$ cat config.mk
export PLATFORM = sky130hd
export DESIGN_NAME = tofr_regs
export DESIGN_NICKNAME = d
export VERILOG_FILES = /design/src/tofr_byte_route.v /design/src/tofr_amb_cmp.v /design/src/tofr_regs.v
export VERILOG_INCLUDE_DIRS = /design/src
export SDC_FILE = /design/constraint.sdc
export NUM_CORES = 1
export LEC_CHECK = 0
export BUFFER_PORTS_ARGS = -buffer_cell sky130_fd_sc_hd__buf_2
export CAP_MARGIN = 20
export CORE_MARGIN = 2
export CORE_UTILIZATION = 55
export CTS_CLUSTER_SIZE = 8
export DETAILED_ROUTE_END_ITERATION = 6
export PLACE_DENSITY_LB_ADDON = 0.05
export SLEW_MARGIN = 20
export SYNTH_ARGS = -nofsm -noshare
export SYNTH_HDL_FRONTEND = slang
export SYNTH_SLANG_ARGS = --single-unit
export TNS_END_PERCENT = 5
$ cat constraint.sdc
create_clock -name clk_sys -period 4 [get_ports clk_sys]
set_input_delay 0 -clock clk_sys [delete_from_list [all_inputs] [get_ports clk_sys]]
set_output_delay 0 -clock clk_sys [all_outputs]
set_load 0.05 [all_outputs]
$ cat src/tofr_map.vh
// Register offsets, field positions, reset values and codes of the result and host-engine registers
`ifndef TOFR_MAP_VH
`define TOFR_MAP_VH

// Register offsets on the internal register port
`define TOFR_OFF_XFER2 8'h05
`define TOFR_OFF_RDFMT 8'h07
`define TOFR_OFF_PHASE 8'h08
`define TOFR_OFF_AMP 8'h09
`define TOFR_OFF_TEMP 8'h0A

// Transaction-two register fields
`define TOFR_XFER2_CNT_MSB 23
`define TOFR_XFER2_CNT_LSB 22
`define TOFR_XFER2_RSV_MSB 21
`define TOFR_XFER2_RSV_LSB 16
`define TOFR_XFER2_RST 6'h08

// Read format and write byte register fields
`define TOFR_RDFMT_ALIGN_MSB 23
`define TOFR_RDFMT_ALIGN_LSB 20
`define TOFR_RDFMT_BSEL_MSB 19
`define TOFR_RDFMT_BSEL_LSB 18
`define TOFR_RDFMT_CNT1_MSB 17
`define TOFR_RDFMT_CNT1_LSB 16
`define TOFR_RDFMT_WBYTE_MSB 7
`define TOFR_RDFMT_WBYTE_LSB 0
`define TOFR_RDFMT_RST 24'h000000

// Phase register fields
`define TOFR_PH_CNT0 23
`define TOFR_PH_AMBOVL 22
`define TOFR_PH_MODF 21
`define TOFR_PH_VALID 20
`define TOFR_PH_CH_MSB 19
`define TOFR_PH_CH_LSB 18
`define TOFR_PH_DRIVE 17
`define TOFR_PH_OVF 16

// Amplitude register fields
`define TOFR_AMP_BIN_MSB 23
`define TOFR_AMP_BIN_LSB 20
`define TOFR_AMP_F2WRAP 19
`define TOFR_AMP_SIGOVL 18
`define TOFR_AMP_CNT_MSB 17
`define TOFR_AMP_CNT_LSB 16

// Temperature register fields
`define TOFR_TMP_DIE_MSB 23
`define TOFR_TMP_DIE_LSB 12
`define TOFR_TMP_AMB_MSB 11
`define TOFR_TMP_AMB_LSB 2
`define TOFR_TMP_CNT_MSB 1
`define TOFR_TMP_CNT_LSB 0

// Codes
`define TOFR_CNT_ONE 2'h0
`define TOFR_CNT_TWO 2'h1
`define TOFR_ALIGN_12B 4'h8
`define TOFR_RESULT_RST 24'h000000

`endif

$ cat src/tofr_byte_route.v
// Byte lane selection and external temperature alignment from the host read word
`timescale 1ns/1ps
`default_nettype none
`include "tofr_map.vh"

module tofr_byte_route (
	// Host engine read word
	input wire [31:0] read_word,
	// Selection and alignment controls
	input wire [1:0] byte_sel,
	input wire [3:0] align_cfg,
	input wire wide_enable,
	// Routed results
	output wire [7:0] read_byte,
	output wire [11:0] ext_temp,
	output wire align_error
);

	wire [7:0] lane [0:3];

	genvar i;
	generate
		for (i = 0; i < 4; i = i + 1) begin : g_lane
			assign lane[i] = read_word[8 * i + 7:8 * i];
		end
	endgenerate

	assign read_byte = lane[byte_sel];

	// Wide read only honours the one documented alignment code
	wire wide_ok = wide_enable && (align_cfg == `TOFR_ALIGN_12B);
	assign ext_temp = wide_ok ? read_word[15:4] : {4'h0, read_word[7:0]};
	assign align_error = wide_enable && (align_cfg != `TOFR_ALIGN_12B);

endmodule
`default_nettype wire

$ cat src/tofr_amb_cmp.v
// Ambient overload compare against the calibration point and threshold
`timescale 1ns/1ps
`default_nettype none

module tofr_amb_cmp (
	// Ambient inputs
	input wire [9:0] ambient_level_code,
	input wire [9:0] ambient_calibration_point,
	input wire [9:0] ambient_saturation_threshold,
	// Result
	output wire overload
);

	wire [10:0] diff;

	assign diff = {1'b0, ambient_level_code} - {1'b0, ambient_calibration_point};
	// Negative difference means darker than calibration, never an overload
	assign overload = !diff[10] && (diff[9:0] > ambient_saturation_threshold);

endmodule
`default_nettype wire

$ cat src/tofr_regs.v
// Host-engine configuration and per-frame result registers
//
// How it works
// Second transfer count: code 0 one, 1 two
// Software keeps reserved transfer field at 08h
// Code 8 takes read bits 15:4
// Byte select routes one read byte
// First transfer count: code 0 one, 1 two
// Write byte sent as second write byte
// Five-bit frame counter split over three registers
// Phase bit 22 flags ambient saturation
// Bit 21 reports modulation frequency used
// Bit 20 low during calibration frames
// Bits 19:18 report emitter channel used
// Bit 17 reports drive current level
// Calibrated phase plus overflow bit
// Amplitude bits 23:20 hold range bin
// Bit 19 flags second frequency wrap
// Bit 18 flags signal saturation
// Amplitude bits 15:0 unsigned amplitude
// Temperature bits 23:12 die temperature code
// Temperature bits 11:2 ambient level
// Reserved bits outside the transfer field written and read zero
// Ambient overload when above threshold
// Wide enable chooses 8 or 12-bit read
// All results update together per frame
`timescale 1ns/1ps
`default_nettype none
`include "tofr_map.vh"

module tofr_regs (
	// Clock and reset
	input wire clk_sys,
	input wire srst,
	// Register port from the target interface engine
	input wire [7:0] reg_addr,
	input wire [23:0] reg_wdata,
	input wire reg_wr,
	input wire reg_rd,
	output reg [23:0] reg_rdata,
	output reg reg_rd_valid,
	// Settings held in neighbouring registers
	input wire ext_temp_wide_enable,
	input wire [9:0] ambient_calibration_point,
	input wire [9:0] ambient_saturation_threshold,
	// Host engine controls
	output reg [1:0] first_xfer_byte_count,
	output reg [1:0] second_xfer_byte_count,
	output reg xfer_count_error,
	output reg [7:0] host_second_write_byte,
	// Host engine read data
	input wire [31:0] host_read_word,
	output reg [7:0] host_read_byte,
	output reg [11:0] ext_temp_value,
	output reg ext_temp_cfg_error,
	// Frame results from the processing pipeline
	input wire frame_done,
	input wire [15:0] frame_phase,
	input wire frame_phase_wrap,
	input wire second_freq_phase_wrap,
	input wire [15:0] signal_amplitude,
	input wire signal_overload_flag,
	input wire [3:0] range_bin_index,
	input wire modulation_freq_sel,
	input wire internal_leak_cal_frame,
	input wire emitter_leak_cal_frame,
	input wire [1:0] emitter_channel,
	input wire drive_current_level,
	input wire [11:0] die_temperature_code,
	input wire [9:0] ambient_level_code
);

	// Decoded address match, shared by the write and read paths
	function hit;
		input [7:0] addr;
		input [7:0] off;
		begin
			hit = (addr == off);
		end
	endfunction

	// Byte count code to number of bytes; invalid codes fall back to one
	function [1:0] code_to_bytes;
		input [1:0] code;
		begin
			case (code)
				`TOFR_CNT_ONE: code_to_bytes = 2'h1;
				`TOFR_CNT_TWO: code_to_bytes = 2'h2;
				default: code_to_bytes = 2'h1;
			endcase
		end
	endfunction

	// Writable configuration
	reg [1:0] xfer2_cnt_r;
	reg [5:0] xfer2_rsv_r;
	reg [3:0] align_r;
	reg [1:0] bsel_r;
	reg [1:0] cnt1_r;
	reg [7:0] wbyte_r;

	// Frame result snapshot
	reg [15:0] phase_r;
	reg phase_ovf_r;
	reg amb_ovl_r;
	reg modf_r;
	reg valid_r;
	reg [1:0] chan_r;
	reg drive_r;
	reg [3:0] bin_r;
	reg f2wrap_r;
	reg sigovl_r;
	reg [15:0] amp_r;
	reg [11:0] die_r;
	reg [9:0] amb_r;
	reg [4:0] frame_cnt_r;

	// Assembled register images
	reg [23:0] xfer2_img;
	reg [23:0] rdfmt_img;
	reg [23:0] phase_img;
	reg [23:0] amp_img;
	reg [23:0] temp_img;
	reg [23:0] rdata_nxt;

	wire [7:0] route_byte;
	wire [11:0] route_temp;
	wire route_err;
	wire amb_overload;

	tofr_byte_route u_route (
		.read_word(host_read_word),
		.byte_sel(bsel_r),
		.align_cfg(align_r),
		.wide_enable(ext_temp_wide_enable),
		.read_byte(route_byte),
		.ext_temp(route_temp),
		.align_error(route_err)
	);

	tofr_amb_cmp u_amb (
		.ambient_level_code(ambient_level_code),
		.ambient_calibration_point(ambient_calibration_point),
		.ambient_saturation_threshold(ambient_saturation_threshold),
		.overload(amb_overload)
	);

	// Transaction-two configuration; result registers ignore writes
	always @(posedge clk_sys) begin
		if (srst) begin
			xfer2_cnt_r <= 2'h0;
			xfer2_rsv_r <= `TOFR_XFER2_RST;
		end else if (reg_wr && hit(reg_addr, `TOFR_OFF_XFER2)) begin
			xfer2_cnt_r <= reg_wdata[`TOFR_XFER2_CNT_MSB:`TOFR_XFER2_CNT_LSB];
			// Stored as written; software is expected to keep 08h here
			xfer2_rsv_r <= reg_wdata[`TOFR_XFER2_RSV_MSB:`TOFR_XFER2_RSV_LSB];
		end
	end

	// Read format and write byte configuration
	always @(posedge clk_sys) begin
		if (srst) begin
			align_r <= 4'h0;
			bsel_r <= 2'h0;
			cnt1_r <= 2'h0;
			wbyte_r <= 8'h00;
		end else if (reg_wr && hit(reg_addr, `TOFR_OFF_RDFMT)) begin
			align_r <= reg_wdata[`TOFR_RDFMT_ALIGN_MSB:`TOFR_RDFMT_ALIGN_LSB];
			bsel_r <= reg_wdata[`TOFR_RDFMT_BSEL_MSB:`TOFR_RDFMT_BSEL_LSB];
			cnt1_r <= reg_wdata[`TOFR_RDFMT_CNT1_MSB:`TOFR_RDFMT_CNT1_LSB];
			wbyte_r <= reg_wdata[`TOFR_RDFMT_WBYTE_MSB:`TOFR_RDFMT_WBYTE_LSB];
		end
	end

	// Byte counts and their error, registered so every output is a flop
	always @(posedge clk_sys) begin
		if (srst) begin
			first_xfer_byte_count <= 2'h1;
			second_xfer_byte_count <= 2'h1;
			xfer_count_error <= 1'b0;
		end else begin
			first_xfer_byte_count <= code_to_bytes(cnt1_r);
			second_xfer_byte_count <= code_to_bytes(xfer2_cnt_r);
			xfer_count_error <= (xfer2_cnt_r > `TOFR_CNT_TWO) || (cnt1_r > `TOFR_CNT_TWO);
		end
	end

	// Second write byte toward the host engine
	always @(posedge clk_sys) begin
		if (srst) begin
			host_second_write_byte <= 8'h00;
		end else begin
			host_second_write_byte <= wbyte_r;
		end
	end

	// Selected read byte toward the host engine side
	always @(posedge clk_sys) begin
		if (srst) begin
			host_read_byte <= 8'h00;
		end else begin
			host_read_byte <= route_byte;
		end
	end

	// External temperature and its alignment error
	always @(posedge clk_sys) begin
		if (srst) begin
			ext_temp_value <= 12'h000;
			ext_temp_cfg_error <= 1'b0;
		end else begin
			ext_temp_value <= route_temp;
			ext_temp_cfg_error <= route_err;
		end
	end

	// Whole frame captured on one edge so a read never mixes two frames
	// Phase register fields
	always @(posedge clk_sys) begin
		if (srst) begin
			phase_r <= 16'h0000;
			phase_ovf_r <= 1'b0;
			amb_ovl_r <= 1'b0;
			modf_r <= 1'b0;
			valid_r <= 1'b0;
			chan_r <= 2'h0;
			drive_r <= 1'b0;
		end else if (frame_done) begin
			phase_r <= frame_phase;
			phase_ovf_r <= frame_phase_wrap;
			amb_ovl_r <= amb_overload;
			modf_r <= modulation_freq_sel;
			valid_r <= !(internal_leak_cal_frame || emitter_leak_cal_frame);
			chan_r <= emitter_channel;
			drive_r <= drive_current_level;
		end
	end

	// Amplitude register fields, same strobe
	always @(posedge clk_sys) begin
		if (srst) begin
			bin_r <= 4'h0;
			f2wrap_r <= 1'b0;
			sigovl_r <= 1'b0;
			amp_r <= 16'h0000;
		end else if (frame_done) begin
			bin_r <= range_bin_index;
			f2wrap_r <= second_freq_phase_wrap;
			sigovl_r <= signal_overload_flag;
			amp_r <= signal_amplitude;
		end
	end

	// Temperature register fields, same strobe
	always @(posedge clk_sys) begin
		if (srst) begin
			die_r <= 12'h000;
			amb_r <= 10'h000;
		end else if (frame_done) begin
			die_r <= die_temperature_code;
			amb_r <= ambient_level_code;
		end
	end

	// Frame counter wraps modulo 32, as the five visible bits do
	always @(posedge clk_sys) begin
		if (srst) begin
			frame_cnt_r <= 5'h00;
		end else if (frame_done) begin
			frame_cnt_r <= frame_cnt_r + 5'h01;
		end
	end

	// Register images; reserved bits other than the transfer field read as zero
	always @* begin
		xfer2_img = 24'h000000;
		xfer2_img[`TOFR_XFER2_CNT_MSB:`TOFR_XFER2_CNT_LSB] = xfer2_cnt_r;
		xfer2_img[`TOFR_XFER2_RSV_MSB:`TOFR_XFER2_RSV_LSB] = xfer2_rsv_r;
	end

	// Read format image
	always @* begin
		rdfmt_img = `TOFR_RDFMT_RST;
		rdfmt_img[`TOFR_RDFMT_ALIGN_MSB:`TOFR_RDFMT_ALIGN_LSB] = align_r;
		rdfmt_img[`TOFR_RDFMT_BSEL_MSB:`TOFR_RDFMT_BSEL_LSB] = bsel_r;
		rdfmt_img[`TOFR_RDFMT_CNT1_MSB:`TOFR_RDFMT_CNT1_LSB] = cnt1_r;
		rdfmt_img[`TOFR_RDFMT_WBYTE_MSB:`TOFR_RDFMT_WBYTE_LSB] = wbyte_r;
	end

	// Phase image with the low counter bit
	always @* begin
		phase_img = `TOFR_RESULT_RST;
		phase_img[`TOFR_PH_CNT0] = frame_cnt_r[0];
		phase_img[`TOFR_PH_AMBOVL] = amb_ovl_r;
		phase_img[`TOFR_PH_MODF] = modf_r;
		phase_img[`TOFR_PH_VALID] = valid_r;
		phase_img[`TOFR_PH_CH_MSB:`TOFR_PH_CH_LSB] = chan_r;
		phase_img[`TOFR_PH_DRIVE] = drive_r;
		phase_img[`TOFR_PH_OVF] = phase_ovf_r;
		phase_img[15:0] = phase_r;
	end

	// Amplitude image with the middle counter bits
	always @* begin
		amp_img = `TOFR_RESULT_RST;
		amp_img[`TOFR_AMP_BIN_MSB:`TOFR_AMP_BIN_LSB] = bin_r;
		amp_img[`TOFR_AMP_F2WRAP] = f2wrap_r;
		amp_img[`TOFR_AMP_SIGOVL] = sigovl_r;
		amp_img[`TOFR_AMP_CNT_MSB:`TOFR_AMP_CNT_LSB] = frame_cnt_r[2:1];
		amp_img[15:0] = amp_r;
	end

	// Temperature image with the high counter bits
	always @* begin
		temp_img = `TOFR_RESULT_RST;
		temp_img[`TOFR_TMP_DIE_MSB:`TOFR_TMP_DIE_LSB] = die_r;
		temp_img[`TOFR_TMP_AMB_MSB:`TOFR_TMP_AMB_LSB] = amb_r;
		temp_img[`TOFR_TMP_CNT_MSB:`TOFR_TMP_CNT_LSB] = frame_cnt_r[4:3];
	end

	// Read mux; unmapped offsets return zero
	always @* begin
		rdata_nxt = 24'h000000;
		if (hit(reg_addr, `TOFR_OFF_XFER2)) begin
			rdata_nxt = xfer2_img;
		end else if (hit(reg_addr, `TOFR_OFF_RDFMT)) begin
			rdata_nxt = rdfmt_img;
		end else if (hit(reg_addr, `TOFR_OFF_PHASE)) begin
			rdata_nxt = phase_img;
		end else if (hit(reg_addr, `TOFR_OFF_AMP)) begin
			rdata_nxt = amp_img;
		end else if (hit(reg_addr, `TOFR_OFF_TEMP)) begin
			rdata_nxt = temp_img;
		end
	end

	// Data captured with the strobe and held until the next read
	always @(posedge clk_sys) begin
		if (srst) begin
			reg_rdata <= 24'h000000;
			reg_rd_valid <= 1'b0;
		end else begin
			reg_rd_valid <= reg_rd;
			if (reg_rd) begin
				reg_rdata <= rdata_nxt;
			end
		end
	end

endmodule
`default_nettype wire

[Word-level counts from Yosys, hierarchy flattened]
Cells that the tools add are included.
Word-level totals
  bits in registers: 155
Operators by class
  add/sub/neg operators: 2
  magnitude comparators: 4
  equal/unequal tests: 9
  multiplexer cells: 11
  bitwise logic cells: 2
  reduce and logical (&&, ||, !) cells: 10
Operators by type and width (count)
  $mux W24: 5
  $eq A8 B4 Y1 const B: 3
  $mux W8: 3
  $bmux W8 S2: 1
  $eq A8 B3 Y1 const B: 2
  $sub A10 B10 Y11: 1
  $gt A10 B10 Y1: 1
  $add A5 B1 Y5 const B: 1
  $logic_and A1 B1 Y1: 5
  $eq A2 B1 Y1 const B: 2
  $eq A4 B4 Y1 const B: 1
  $gt A2 B1 Y1 const B: 2
  $mux W2: 2
  $ne A4 B4 Y1 const B: 1
  $ge A3 B3 Y1 const B: 1
  $not A2 Y3: 1
  $logic_not A1 Y1: 2
  $logic_or A1 B1 Y1: 2
  $reduce_or A2 Y1: 1
  $not A1 Y1: 1

[Logic depth before layout (Yosys ltp)]
Gate-level depths: netlist (run 1).
  depth in word-level cells: 6
  mapped depth: 14
  mapped depth without buffers: 14

[Modules after synthesis]
From an unflattened synthesis (run 1), not the netlist that was laid out.
Second synthesis, totals
  cell total of the unflattened synthesis: 698
  area, all modules: 6892.9 um2
Modules (own cells, without submodules)
  tofr_regs: times used 1, cells each 575, area each 5843.1 um2
  tofr_amb_cmp: times used 1, cells each 98, area each 695.7 um2
  tofr_byte_route: times used 1, cells each 25, area each 354.1 um2

[Worst setup path before layout (run 1)]
Ideal clock, no wire load.
  path kind: input -> register
  from: in ambient_level_code[0]
  to: reg amb_ovl_r
  setup time: 0.116 ns
  arrival time: 2.161 ns
  path slack: 1.723 ns
  stages on the path: 14
  cells stage by stage: inv_1 > ha_1 > inv_1 > fa_1 > a211oi_1 > o21bai_1 > a21oi_1 > o21ai_0 > xnor2_1 > ha_1 > nand2_1 > nor3_1 > nor4b_1 > a41o_1
Between the ends
  cells in the longest elaborated chain, start to end: 3
  elaborated cells between the ends (all ways): 4
  classes of those cells: add/sub (1); order compare (1); reduce/logical (2)
Ends and longest elaborated chain
  start, declared: line tofr_regs.v:70  | input wire [9:0] ambient_level_code
  $sub A10 B10 Y11 *: line tofr_amb_cmp.v:16  | assign diff = {1'b0, ambient_level_code} - {1'b0, ambient_calibration_point};
  $gt A10 B10 Y1 or $logic_not A1 Y1 (tied branches): line tofr_amb_cmp.v:18  | assign overload = !diff[10] && (diff[9:0] > ambient_saturation_threshold);
  $logic_and A1 B1 Y1 *: line tofr_amb_cmp.v:18
  end signal, assigned: line tofr_regs.v:231  | amb_ovl_r <= amb_overload;
  end, declared: line tofr_regs.v:105  | reg amb_ovl_r;
Every way passes the cells marked *; elsewhere a longest branch is shown, timed or not.
A chain may end at the register's enable or synchronous reset.

[Final worst setup path (run 1)]
Same ends and word-level chain as after synthesis.

==> results.yml, run 1 <==
outcome:
  outcome: "completed"
pwr:
  peakVddDrop_v: 0.0003011
  cellLeakagePower_nw: 4.572
  power_density_nw_per_um2: 408.5
critical_path:
  cpPeakStageDelay_ps: 530
  start_kind: "primary input"
  cp-end-kind: "flip-flop"
  cp.required_ps: 4360
  crit_start: "ambient_level_code[0]"
  worstPathArrival_ps: 3240
  crit_type: "in2reg"
  ff2ff_path_depth: 5
  r2r-end: "ext_temp_value[5]"
  cp_max_fo: 3
  critPathSlowestCell: "dlygate4sd3_1"
  crit_chain: "dlygate4sd3_1, buf_2, inv_1, ha_1, inv_1, fa_1, a211oi_1, o21bai_1, a21oi_1, o21ai_0, xnor2_1, ha_1, nand2_1, nor3_1, nor4b_1, a41o_1"
  ff2ff_setup_slack_ps: 1450
  worstReg2RegStart: "align_r[0]"
sta:
  fin_skew_ps: 9.882
  fin_setup_tns_ps: 0
  max_slew_margin_pct: 30.07
  fin_crit_ps: 2882
  final_max_slew_viol_count: 0
  holdWs_ps: 22.99
  setup_viol_count_final: 0
  fmax_mhz: 347.0
  rsz0062_at_grt: "false"
  tightest_slew_ps: 1045
  hold_viol: 0
  fin_crit_sh_pct: 72.05
  finalWorstSetupSlack_ps: 1118
placed_design:
  dp_hpwl_mm: 12.69
  port_buffers: 207
  place_area_sq_um: 8056
  pre_cts_slack_ps: 1298
  routabilityCongestion: 0.8027
floorplan:
  placement_rows: 41
  coreArea_sq_um: 12520
  die_x_um: 116.7
  die_y_um: 116.7
  num_io_pins: 216
  die-area_sq_um: 13610
  initial_core_util_pct: 55.77
logic_synthesis:
  ys_seq_area_share_pct: 44.45
  yosys.area.top_type_share_pct: 44.45
  synth_cell_types: 52
  netlist_area_sq_um: 6980
  async_reset_ff_share_pct: 0
  ys_top_cells_by_count: "dfxtp_1 (155), nor2_1 (106), mux2i_1 (90)"
  synthesis.nets: 933
  synth-main-ff-cell: "dfxtp_1"
  syn_inst: 754
  yosysMostFrequentCell: "dfxtp_1"
  synth.area.top_cells: "dfxtp_1 (44%), mux2i_1 (13%), nor2_1 (5.7%), a21oi_1 (4.0%), ha_1 (3.8%)"
  synth_top_cell_by_area: "dfxtp_1"
  synth.avg_cell_area_sq_um: 9.258
  synth_warnings: 0
  synth_seq_cells: 155
  synth-edff-count: 0
layout:
  layout.nets: 1218
  final_area_sq_um: 9767
  drive_above_1_share_pct: 24.55
  area_delta_synth_final_pct: 39.92
drt:
  num_vias: 6577
  detail_route.vias_per_cell: 5.373
  initialDrtViolationCount: 487
  routed_wl_mm: 20.41
  ant_nets: 0
  drc: 0
  first_pass_iters: 5
  wl_per_cell_um: 16.67
global_route:
  track_usage_pct: 30.03
  grt_pass1_vias: 6637
  antenna_found_initial: 1
  grt_start_max_net_pins: 85
  grt_first_pass_wirelength_mm: 31.73
  grt-ovfl-total: 0
cts:
  cts_resized: 0
  cts.hold.buffers_added: 104
  path_clk_slew_ps: 60
  root_buffer: "clkbuf_16"
  clk_path_buf_depth: 2
  cts_buffers: 17
  postCtsSetupRepairBufs: 0
  cts_max_level: 4
  cts_sinks: 155
  cts_tree: "done"
  clk_latency_ps: 420
min_path:
  worstHoldPathCells: 3
  min_to: "host_read_byte[3]"
  hold_start: "host_read_word[19]"
  hold_path_class: "in2reg"
flow_run:
  cap_violations: 0
==> worst max path at each step <==
stage                     end  slack [ps]  cells after the start
detailed placement  amb_ovl_r        1300                     15
global placement    amb_ovl_r        1410                     15
floorplan           amb_ovl_r        1720                     14
global route        amb_ovl_r         970                     16
finish              amb_ovl_r        1120                     16
CTS                 amb_ovl_r        1170                     16
==> registers in the layout (all words and copies together), names as in the netlist, 2 cells and up <==
register	cells
xfer2_cnt_r	2
cnt1_r	2
align_r	4
second_xfer_byte_count	2
first_xfer_byte_count	2
host_read_byte	8
ext_temp_value	12
wbyte_r	8
phase_r	16
bsel_r	2
xfer2_rsv_r	6
die_r	12
amp_r	16
reg_rdata	24
amb_r	10
frame_cnt_r	5
chan_r	2
host_second_write_byte	8
bin_r	4
==> metrics by stage <==
step | cells | power, mW | utilization, %
2_1_floorplan | 754 | 1.954 | -
3_3_place_gp | 1088 | 2.092 | 64.36
3_5_place_dp | 1088 | 2.111 | 64.36
4_1_cts | 1223 | 3.988 | 78.01
5_1_grt | 1224 | 4.137 | 78.03
6_report | 1224 | 3.990 | 78.03
==> cell usage in the layout, fill, tap and decap left out, types with 2 or more instances in the layout <==
master,netlist,layout
xor2_1,4,4
a211oi_1,9,9
ha_1,21,21
a21oi_1,56,56
a221o_1,7,7
a21boi_0,2,2
o22ai_1,5,5
dfxtp_1,155,155
o21a_1,2,2
and2_1,4,4
nand2b_1,17,17
nand2_1,65,65
inv_6,0,2
buf_2,3,205
nor3b_1,5,5
inv_1,27,27
bufinv_16,0,6
a211o_1,2,2
nor2b_1,29,29
clkinv_4,0,3
a22oi_1,9,9
clkbuf_16,0,17
xnor2_1,5,5
o21ai_0,11,11
dlygate4sd3_1,0,104
o211ai_1,8,8
clkinv_2,0,2
o2111ai_1,10,10
a21o_1,11,11
mux2i_1,90,90
mux4_2,8,8
buf_4,0,5
nor4b_1,2,2
nand3_1,8,8
nand4_1,8,8
nor2_1,106,106
o31ai_1,2,2
==> where the power goes <==
part	internal [mW]	total, mW	switching [mW]
clock network	1.17	1.82	0.646
logic	0.261	0.546	0.285
registers	1.60	1.63	0.0292
total	3.03	3.99	0.960
==> critical path: cells and delay by family <==
kind                     cells  cell delay, ps
XOR/XNOR                     1             190
buffers and inverters        4             770
AND/OR/NAND/NOR              3             430
adder cells (fa/ha/maj)      3             860
AO/OA/AOI/OAI                5            1000
==> metal layers <==
layer | vias up | wire length [um] | GRT usage [%]
met5 | - | 0 | 0
met4 | 0 | 463 | 11.14
met3 | 46 | 1144 | 6.435
met2 | 246 | 10430 | 52.95
met1 | 3088 | 8369 | 36.07
li1 | 3197 | - | -
==> area by class of cell <==
| type | count | area, sq um |
|---|---|---|
| fillers | 893 | 2750 |
| inverters | 27 | 101.3 |
| multi-input cells | 524 | 3573 |
| well taps | 172 | 215.2 |
| flip-flops and latches | 155 | 3103 |
| clock inverters | 14 | 241.5 |
| repair buffers | 314 | 2105 |
| clock buffers | 17 | 425.4 |
| diodes | 1 | 2.502 |
==> cells by family (layout without fill, tap and decap cells) <==
group / after synthesis / count (layout) / synth area share [%]
buf+inv: 75 / 372 / 4.356
other cells: 0 / 1 / 0
xor+xnor: 9 / 9 / 1.129
flops: 155 / 155 / 44.45
mux: 98 / 98 / 15.49
compound gates: 136 / 136 / 12.64
fa+ha+maj: 22 / 22 / 4.051
simple gates: 259 / 259 / 17.89
(Power assumes the default switching activity.)
==> inputs of run 2 (changes only) <==
--- a/config.mk
+++ b/config.mk
@@ -6,10 +6,11 @@
 export SDC_FILE = /design/constraint.sdc
 export NUM_CORES = 1
 export LEC_CHECK = 0
+export ABC_AREA = 1
 export BUFFER_PORTS_ARGS = -buffer_cell sky130_fd_sc_hd__buf_2
 export CAP_MARGIN = 20
 export CORE_MARGIN = 2
-export CORE_UTILIZATION = 55
+export CORE_UTILIZATION = 51
 export CTS_CLUSTER_SIZE = 8
 export DETAILED_ROUTE_END_ITERATION = 6
 export PLACE_DENSITY_LB_ADDON = 0.05
==> constraint.sdc (replaced) <==
create_clock -name clk_sys -period 2.7 [get_ports clk_sys]
set_input_delay 0 -clock clk_sys [delete_from_list [all_inputs] [get_ports clk_sys]]
set_output_delay 0 -clock clk_sys [all_outputs]
set_load 0.05 [all_outputs]
==> run 2 against run 1 <==
Clock power increased by 43%. Setup slack worse by 930 ps. Final cell count is 20% higher. Wire length grew 5.2%. Design area grew 2.3%. Global-route usage is 0.62 points lower. First-iteration DRC count increased by 19%. Core utilization fell by 2.9 points. Area after synthesis rose by 0.18%. Non-clock buffer count grew 27. Total power is 46% higher.
==> results.yml, run 2 <==
sta:
  tightest_slew_ps: 910.6
  fmax_mhz: 397.4
  hold_viol: 0
  holdWs_ps: 50.89
  finalWorstSetupSlack_ps: 183.9
  final_max_slew_viol_count: 0
  rsz0062_at_grt: "false"
  max_slew_margin_pct: 39.15
  fin_crit_sh_pct: 93.19
  setup_viol_count_final: 0
  fin_crit_ps: 2516
  fin_setup_tns_ps: 0
  fin_skew_ps: 8.539
logic_synthesis:
  syn_inst: 971
  synth_fa_ha_area_share_pct: 4.044
  synth_top_cell_by_area: "dfxtp_1"
  synth_seq_cells: 155
  ys_seq_area_share_pct: 44.37
  synth-edff-count: 0
  synth.area.top_cells: "dfxtp_1 (44%), nor2_1 (9.7%), o21ai_0 (8.7%), a21oi_1 (6.7%), nand2_1 (6.4%)"
  yosys.area.top_type_share_pct: 44.37
  synth_compound_area_share_pct: 16.82
  yosysMostFrequentCell: "nor2_1"
  synth_cell_types: 37
  synth-xor-area-share_pct: 1.002
  netlist_area_sq_um: 6993
  ys_top_cells_by_count: "nor2_1 (181), dfxtp_1 (155), o21ai_0 (122)"
  synthSimpleGateAreaFrac_pct: 25.00
  async_reset_ff_share_pct: 0
  synth.avg_cell_area_sq_um: 7.202
  synth_top_family_by_area: "simple AND/OR/NAND/NOR gates"
  synthesis.nets: 1150
  synth-main-ff-cell: "dfxtp_1"
  synth_warnings: 0
  synthMuxAreaShare_pct: 0
floorplan:
  die-area_sq_um: 14660
  die_y_um: 121.1
  initial_core_util_pct: 52.60
  die_x_um: 121.1
  num_io_pins: 216
  coreArea_sq_um: 13300
  placement_rows: 42
placed_design:
  port_buffers: 207
  place_area_sq_um: 8069
  pre_cts_slack_ps: 27.52
  routabilityCongestion: 0.8525
  placedCellCount: 1307
  dp_hpwl_mm: 13.42
critical_path:
  crit_chain: "clkinv_1, nor2_1, o21ai_0, dlygate4sd3_1, a21oi_1, dlygate4sd3_1"
  cp-end-kind: "flip-flop"
  start_kind: "flip-flop"
  crit_type: "reg2reg"
  cpMostUsedCell: "dlygate4sd3_1"
  cp.depth: 6
  cp.required_ps: 3060
  cp_num_buf_inv: 3
  ff2ff_path_depth: 6
  cpPeakStageDelay_ps: 570
  worstPathArrival_ps: 2880
  critPathSlowestCell: "dlygate4sd3_1"
  critPathTopFamily: "buffers and inverters"
  cp_max_fo: 10
global_route:
  antenna_found_initial: 0
  grt_pass1_vias: 7270
  grt_first_pass_wirelength_mm: 34.25
  grt-ovfl-total: 0
  use_met2_pct: 50.18
  track_usage_pct: 29.41
  use_met1_pct: 36.80
  grtUsageMet3_pct: 5.310
  grt_start_max_net_pins: 70
  top_usage_layer: "met2"
layout:
  reg_top3: "reg_rdata: 24 flops, amp_r: 16 flops, phase_r: 16 flops"
  diodes: 0
  largest_register_ffs: 24
  regMostFlops: "reg_rdata"
  layout.nets: 1454
  area_delta_synth_final_pct: 42.91
  n_fill_cell: 1037
  layout_common_cells: "buf_2 (207), nor2_1 (180), dfxtp_1 (155)"
  mostFrequentLayoutCell: "buf_2"
  fin_cells: 1464
  drive_above_1_share_pct: 21.27
  final_area_sq_um: 9993
drt:
  routed_wl_mm: 21.47
  detail_route.vias_per_cell: 5.195
  initialDrtViolationCount: 579
  num_vias: 7606
  ant_nets: 0
  first_pass_iters: 5
  wl_per_cell_um: 14.67
  drc: 0
cts:
  cts_tree: "done"
  cts_max_level: 4
  clk_latency_ps: 420
  cts_buffers: 17
  path_clk_slew_ps: 60
  clk_path_buf_depth: 2
  cts_sinks: 155
  root_buffer: "clkbuf_16"
flow_run:
  cap_violations: 0
min_path:
  worstHoldPathCells: 4
  hold_path_class: "in2reg"
pwr:
  cellLeakagePower_nw: 4.642
  peakVddDrop_v: 0.0004639
  power_density_nw_per_um2: 583.5
outcome:
  outcome: "completed"
[run 2: area by class of cell]
type	count	area, sq um	area share [%]
Clock buffer	20	466.7	4.670
Clock inverter	12	182.7	1.828
Inverter	90	340.3	3.406
Multi-Input combinational cell	670	3301	33.03
Sequential cell	155	3103	31.05
Tap cell	176	220.2	2.204
Timing Repair Buffer	341	2380	23.81
[run 2: worst reg2reg max path, delay by kind of cell (launching register included)]
family                 cells  cell delay [ps]
AOI/OAI and AO/OA          2              220
and+or+nand+nor            1              190
DFF                        1              540
buffers and inverters      3             1510
[run 2: through the flow]
step                      power, mW  utilization, %
after CTS                     5.825           74.99
after global placement        3.121           60.69
after detailed placement      3.124           60.69
after floorplan               2.885               -
final                         5.832           75.16
after global routing          6.051           75.16
[run 2: where the power goes]
group / total, mW / internal (mW) / switching, mW
Sequential: 2.42 / 2.38 / 0.0422
Combinational: 0.813 / 0.360 / 0.454
Clock: 2.60 / 1.63 / 0.966
Total: 5.83 / 4.37 / 1.46
[run 2: worst paths after layout]
path	startpoint	to	slack, ps
worst min register to register	xfer2_cnt_r[1]	second_xfer_byte_count[1]	450
worst max-delay path	bsel_r[1]	host_read_byte[5]	180
worst max register to register	bsel_r[1]	host_read_byte[5]	180
worst min-delay path	frame_done	amp_r[11]	50
[run 2: layer usage]
layer / wire length, um / up-vias
met1: 9202 / 3484
met4: 582 / 0
li1: - / 3774
met2: 10410 / 295
met3: 1277 / 53
met5: 0 / -
[run 2: cell families (layout without fill, tap and decap cells)]
group                      Yosys count  after routing
and+or+nand+nor                    410            410
AOI/OAI and AO/OA                  230            230
DFF                                155            155
buffers and inverters              146            463
adders and majority gates           22             22
xor gates and xnor gates             8              8
[run 2: repair_timing]
item / in CTS / in global routing
hold endpoints to repair: 111 / 0
hold buffers: 125 / 0
setup buffers: 0 / 0
resized for setup: 0 / 5
endpoints found under the setup margin: 0 / 1
==> inputs of run 3 (changes only) <==
--- a/config.mk
+++ b/config.mk
@@ -10,12 +10,13 @@
 export BUFFER_PORTS_ARGS = -buffer_cell sky130_fd_sc_hd__buf_2
 export CAP_MARGIN = 20
 export CORE_MARGIN = 2
-export CORE_UTILIZATION = 51
+export CORE_UTILIZATION = 52
 export CTS_CLUSTER_SIZE = 8
 export DETAILED_ROUTE_END_ITERATION = 6
 export PLACE_DENSITY_LB_ADDON = 0.05
 export SLEW_MARGIN = 20
 export SYNTH_ARGS = -nofsm -noshare
 export SYNTH_HDL_FRONTEND = slang
+export SYNTH_HIERARCHICAL = 1
 export SYNTH_SLANG_ARGS = --single-unit
 export TNS_END_PERCENT = 5
==> run 3 against run 2 <==
Die area rose by 3.1%. Flip-flop and latch count stayed put. Design area grew 1.2%. Area after synthesis up 5.2%. Maximum frequency rose by 3.7%. Synthesized cell count increased by 5.9%. Largest cell class unchanged.
==> results.yml, run 3 <==
logic_synthesis:
  synth_warnings: 6
  synthesis.nets: 1207
  synthSimpleGateAreaFrac_pct: 22.84
  synth_compound_area_share_pct: 18.73
  synth-main-ff-cell: "dfxtp_1"
  ys_seq_area_share_pct: 42.18
  ys_top_cells_by_count: "dfxtp_1 (155), nor2_1 (148), inv_1 (145)"
  yosys.area.top_type_share_pct: 42.18
  synth_top_cell_by_area: "dfxtp_1"
  synth_cell_types: 34
  synth_seq_cells: 155
  synth-edff-count: 0
  syn_inst: 1028
  async_reset_ff_share_pct: 0
  synth.area.top_cells: "dfxtp_1 (42%), o21ai_0 (8.5%), nor2_1 (7.6%), inv_1 (7.4%), nand2_1 (6.8%)"
  synth_fa_ha_area_share_pct: 3.844
  synth-xor-area-share_pct: 0.5953
  synth.avg_cell_area_sq_um: 7.155
  synth_top_family_by_area: "simple AND/OR/NAND/NOR gates"
  synthMuxAreaShare_pct: 0
  netlist_area_sq_um: 7356
  yosysMostFrequentCell: "dfxtp_1"
floorplan:
  coreArea_sq_um: 13830
  die_y_um: 122.9
  die_x_um: 122.9
  num_io_pins: 216
  placement_rows: 43
  die-area_sq_um: 15110
  initial_core_util_pct: 53.20
layout:
  drive_above_1_share_pct: 20.67
  layout_common_cells: "buf_2 (207), dfxtp_1 (155), nor2_1 (148)"
  multi_input_area_sq_um: 3387
  area_delta_synth_final_pct: 37.54
  diodes: 0
  largest_register_ffs: 24
  mostFrequentLayoutCell: "buf_2"
  reg_top3: "reg_rdata: 24 flops, amp_r: 16 flops, phase_r: 16 flops"
  ff_latch_area_sq_um: 3103
  layout.nets: 1502
  regMostFlops: "reg_rdata"
  n_fill_cell: 1144
critical_path:
  cp_max_fo: 4
  cp.required_ps: 3060
  crit_chain: "dlygate4sd3_1, buf_2, inv_1, ha_1, inv_1, fa_2, nand2_1, nand3_1, nand3_1, nand2_1, nand2_1, nand2_1, ha_1, nand2_1, nor2_1, nand3_1, nand3_1, nand2_1, nor2_1, nor2_1, nor2_1"
  crit_end: "amb_ovl_r"
  crit_type: "in2reg"
  cpPeakStageDelay_ps: 540
  ff2ff_setup_slack_ps: 870
  ff2ff_path_depth: 8
  start_kind: "primary input"
  cp-end-kind: "flip-flop"
  worstReg2RegStart: "align_r[3]"
  critPathSlowestCell: "dlygate4sd3_1"
  cpMostUsedCell: "nand2_1"
  r2r-end: "ext_temp_value[3]"
  crit_start: "ambient_level_code[0]"
  worstPathArrival_ps: 2790
pwr:
  seq_power_share_pct: 44.1
  power_density_nw_per_um2: 539.5
  clock_power_share_pct: 41.2
  p_switching_mw: 1.414
  power.internal_mw: 4.045
  comb_power_share_pct: 14.6
  peakVddDrop_v: 0.0004698
  cellLeakagePower_nw: 4.893
  swShare_pct: 25.90
global_route:
  grt-ovfl-total: 0
  antenna_found_initial: 1
  grt_start_max_net_pins: 61
  grt_first_pass_wirelength_mm: 33.07
  track_usage_pct: 28.17
  grt_pass1_vias: 7021
sta:
  fin_setup_tns_ps: 0
  max_slew_margin_pct: 45.29
  hold_viol: 0
  fmax_mhz: 412.1
  holdWs_ps: 6.001
  tightest_slew_ps: 819.5
  rsz0062_at_grt: "false"
  fin_crit_sh_pct: 89.87
  fin_crit_ps: 2427
  final_max_slew_viol_count: 0
  setup_viol_count_final: 0
  fin_skew_ps: 10.70
drt:
  wl_per_cell_um: 13.93
  routed_wl_mm: 21.10
  first_pass_iters: 5
  drc: 0
  detail_route.vias_per_cell: 4.997
  num_vias: 7571
  ant_nets: 0
  initialDrtViolationCount: 520
cts:
  clk_latency_ps: 420
  root_buffer: "clkbuf_16"
  cts_max_level: 4
  cts_sinks: 155
  cts_tree: "done"
  path_clk_slew_ps: 60
  cts_buffers: 17
  clk_path_buf_depth: 2
min_path:
  hold_path_class: "in2reg"
outcome:
  outcome: "completed"
flow_run:
  cap_violations: 0
placed_design:
  routabilityCongestion: 0.9086
  dp_hpwl_mm: 13.58
  port_buffers: 207
[run 3: changes by cell type in the layout (fill, tap and decap cells not counted), moves of 4 or more]
cell,change
dlygate4sd3_1,-9
inv_1,+63
inv_2,-4
nand2_1,+15
nand3_1,-20
nor2_1,-32
o211ai_1,+16
o21ai_1,+16
[run 3: how the worst min path moves through the flow]
stage,to,start,slack [ps],cells after the start
floorplan,xfer2_rsv_r[1],reg_wdata[17],130,2
global placement,die_r[11],die_temperature_code[11],220,3
detailed placement,amp_r[13],signal_amplitude[13],230,3
CTS,host_read_byte[3],host_read_word[11],0.7,7
global route,ext_temp_cfg_error,ext_temp_wide_enable,50,4
finish,host_read_byte[3],host_read_word[11],6,7
[run 3: worst max-delay path: cells and delay by family]
kind | cells | cell delay (ps)
AND/OR/NAND/NOR | 14 | 1150
buffers and inverters | 4 | 830
adder cells (fa/ha/maj) | 3 | 800
[run 3: final cells by class]
cell class | instances | share of cell area [%]
Tap cell | 180 | 2.226
Clock buffer | 22 | 4.588
Inverter | 147 | 5.454
Multi-Input combinational cell | 669 | 33.48
Sequential cell | 155 | 30.67
Clock inverter | 9 | 0.8781
Timing Repair Buffer | 333 | 22.71
[run 3: cells by family after synthesis]
logic type	count (synthesis)
xor gates and xnor gates	5
buffers and inverters	204
AOI/OAI and AO/OA	260
and+or+nand+nor	382
adders and majority gates	22
DFF	155
[run 3: metal layers]
metal	vias to the layer above	global-route usage, %	share of wire, %
met1	3411	34.66	43
met5	-	0	0.047
met2	217	48.72	49
met3	38	6.089	5.3
li1	3903	-	-
met4	2	9.555	2.3
[run 3: power groups by stage]
stage / combinational (mW) / sequential [mW] / clock, mW
floorplan: 0.383 / 2.51 / 0
global placement: 0.655 / 2.46 / 0
detailed placement: 0.660 / 2.46 / 0
CTS: 0.787 / 2.41 / 2.27
global route: 0.900 / 2.42 / 2.38
finish: 0.799 / 2.41 / 2.25
[run 3: per-stage QoR]
stage / power (mW) / util, % / setup WS, ps / cells / instance area [sq um]
CTS: 5.465 / 73.15 / 237.4 / 1515 / 10110
global placement: 3.111 / 60.75 / 426.5 / 1368 / 8401
floorplan: 2.888 / - / 759.0 / 1028 / 7356
detailed placement: 3.118 / 60.75 / 354.9 / 1368 / 8401
finish: 5.458 / 73.17 / 273.5 / 1515 / 10120
global route: 5.700 / 73.17 / 24.74 / 1515 / 10120
[run 3: what timing repair did]
item	4_1_cts	5_1_grt
resized for setup	0	1
buffers inserted	0	0
endpoints found under the hold margin	115	0
endpoints found under the setup margin	0	1
hold buffers	116	0
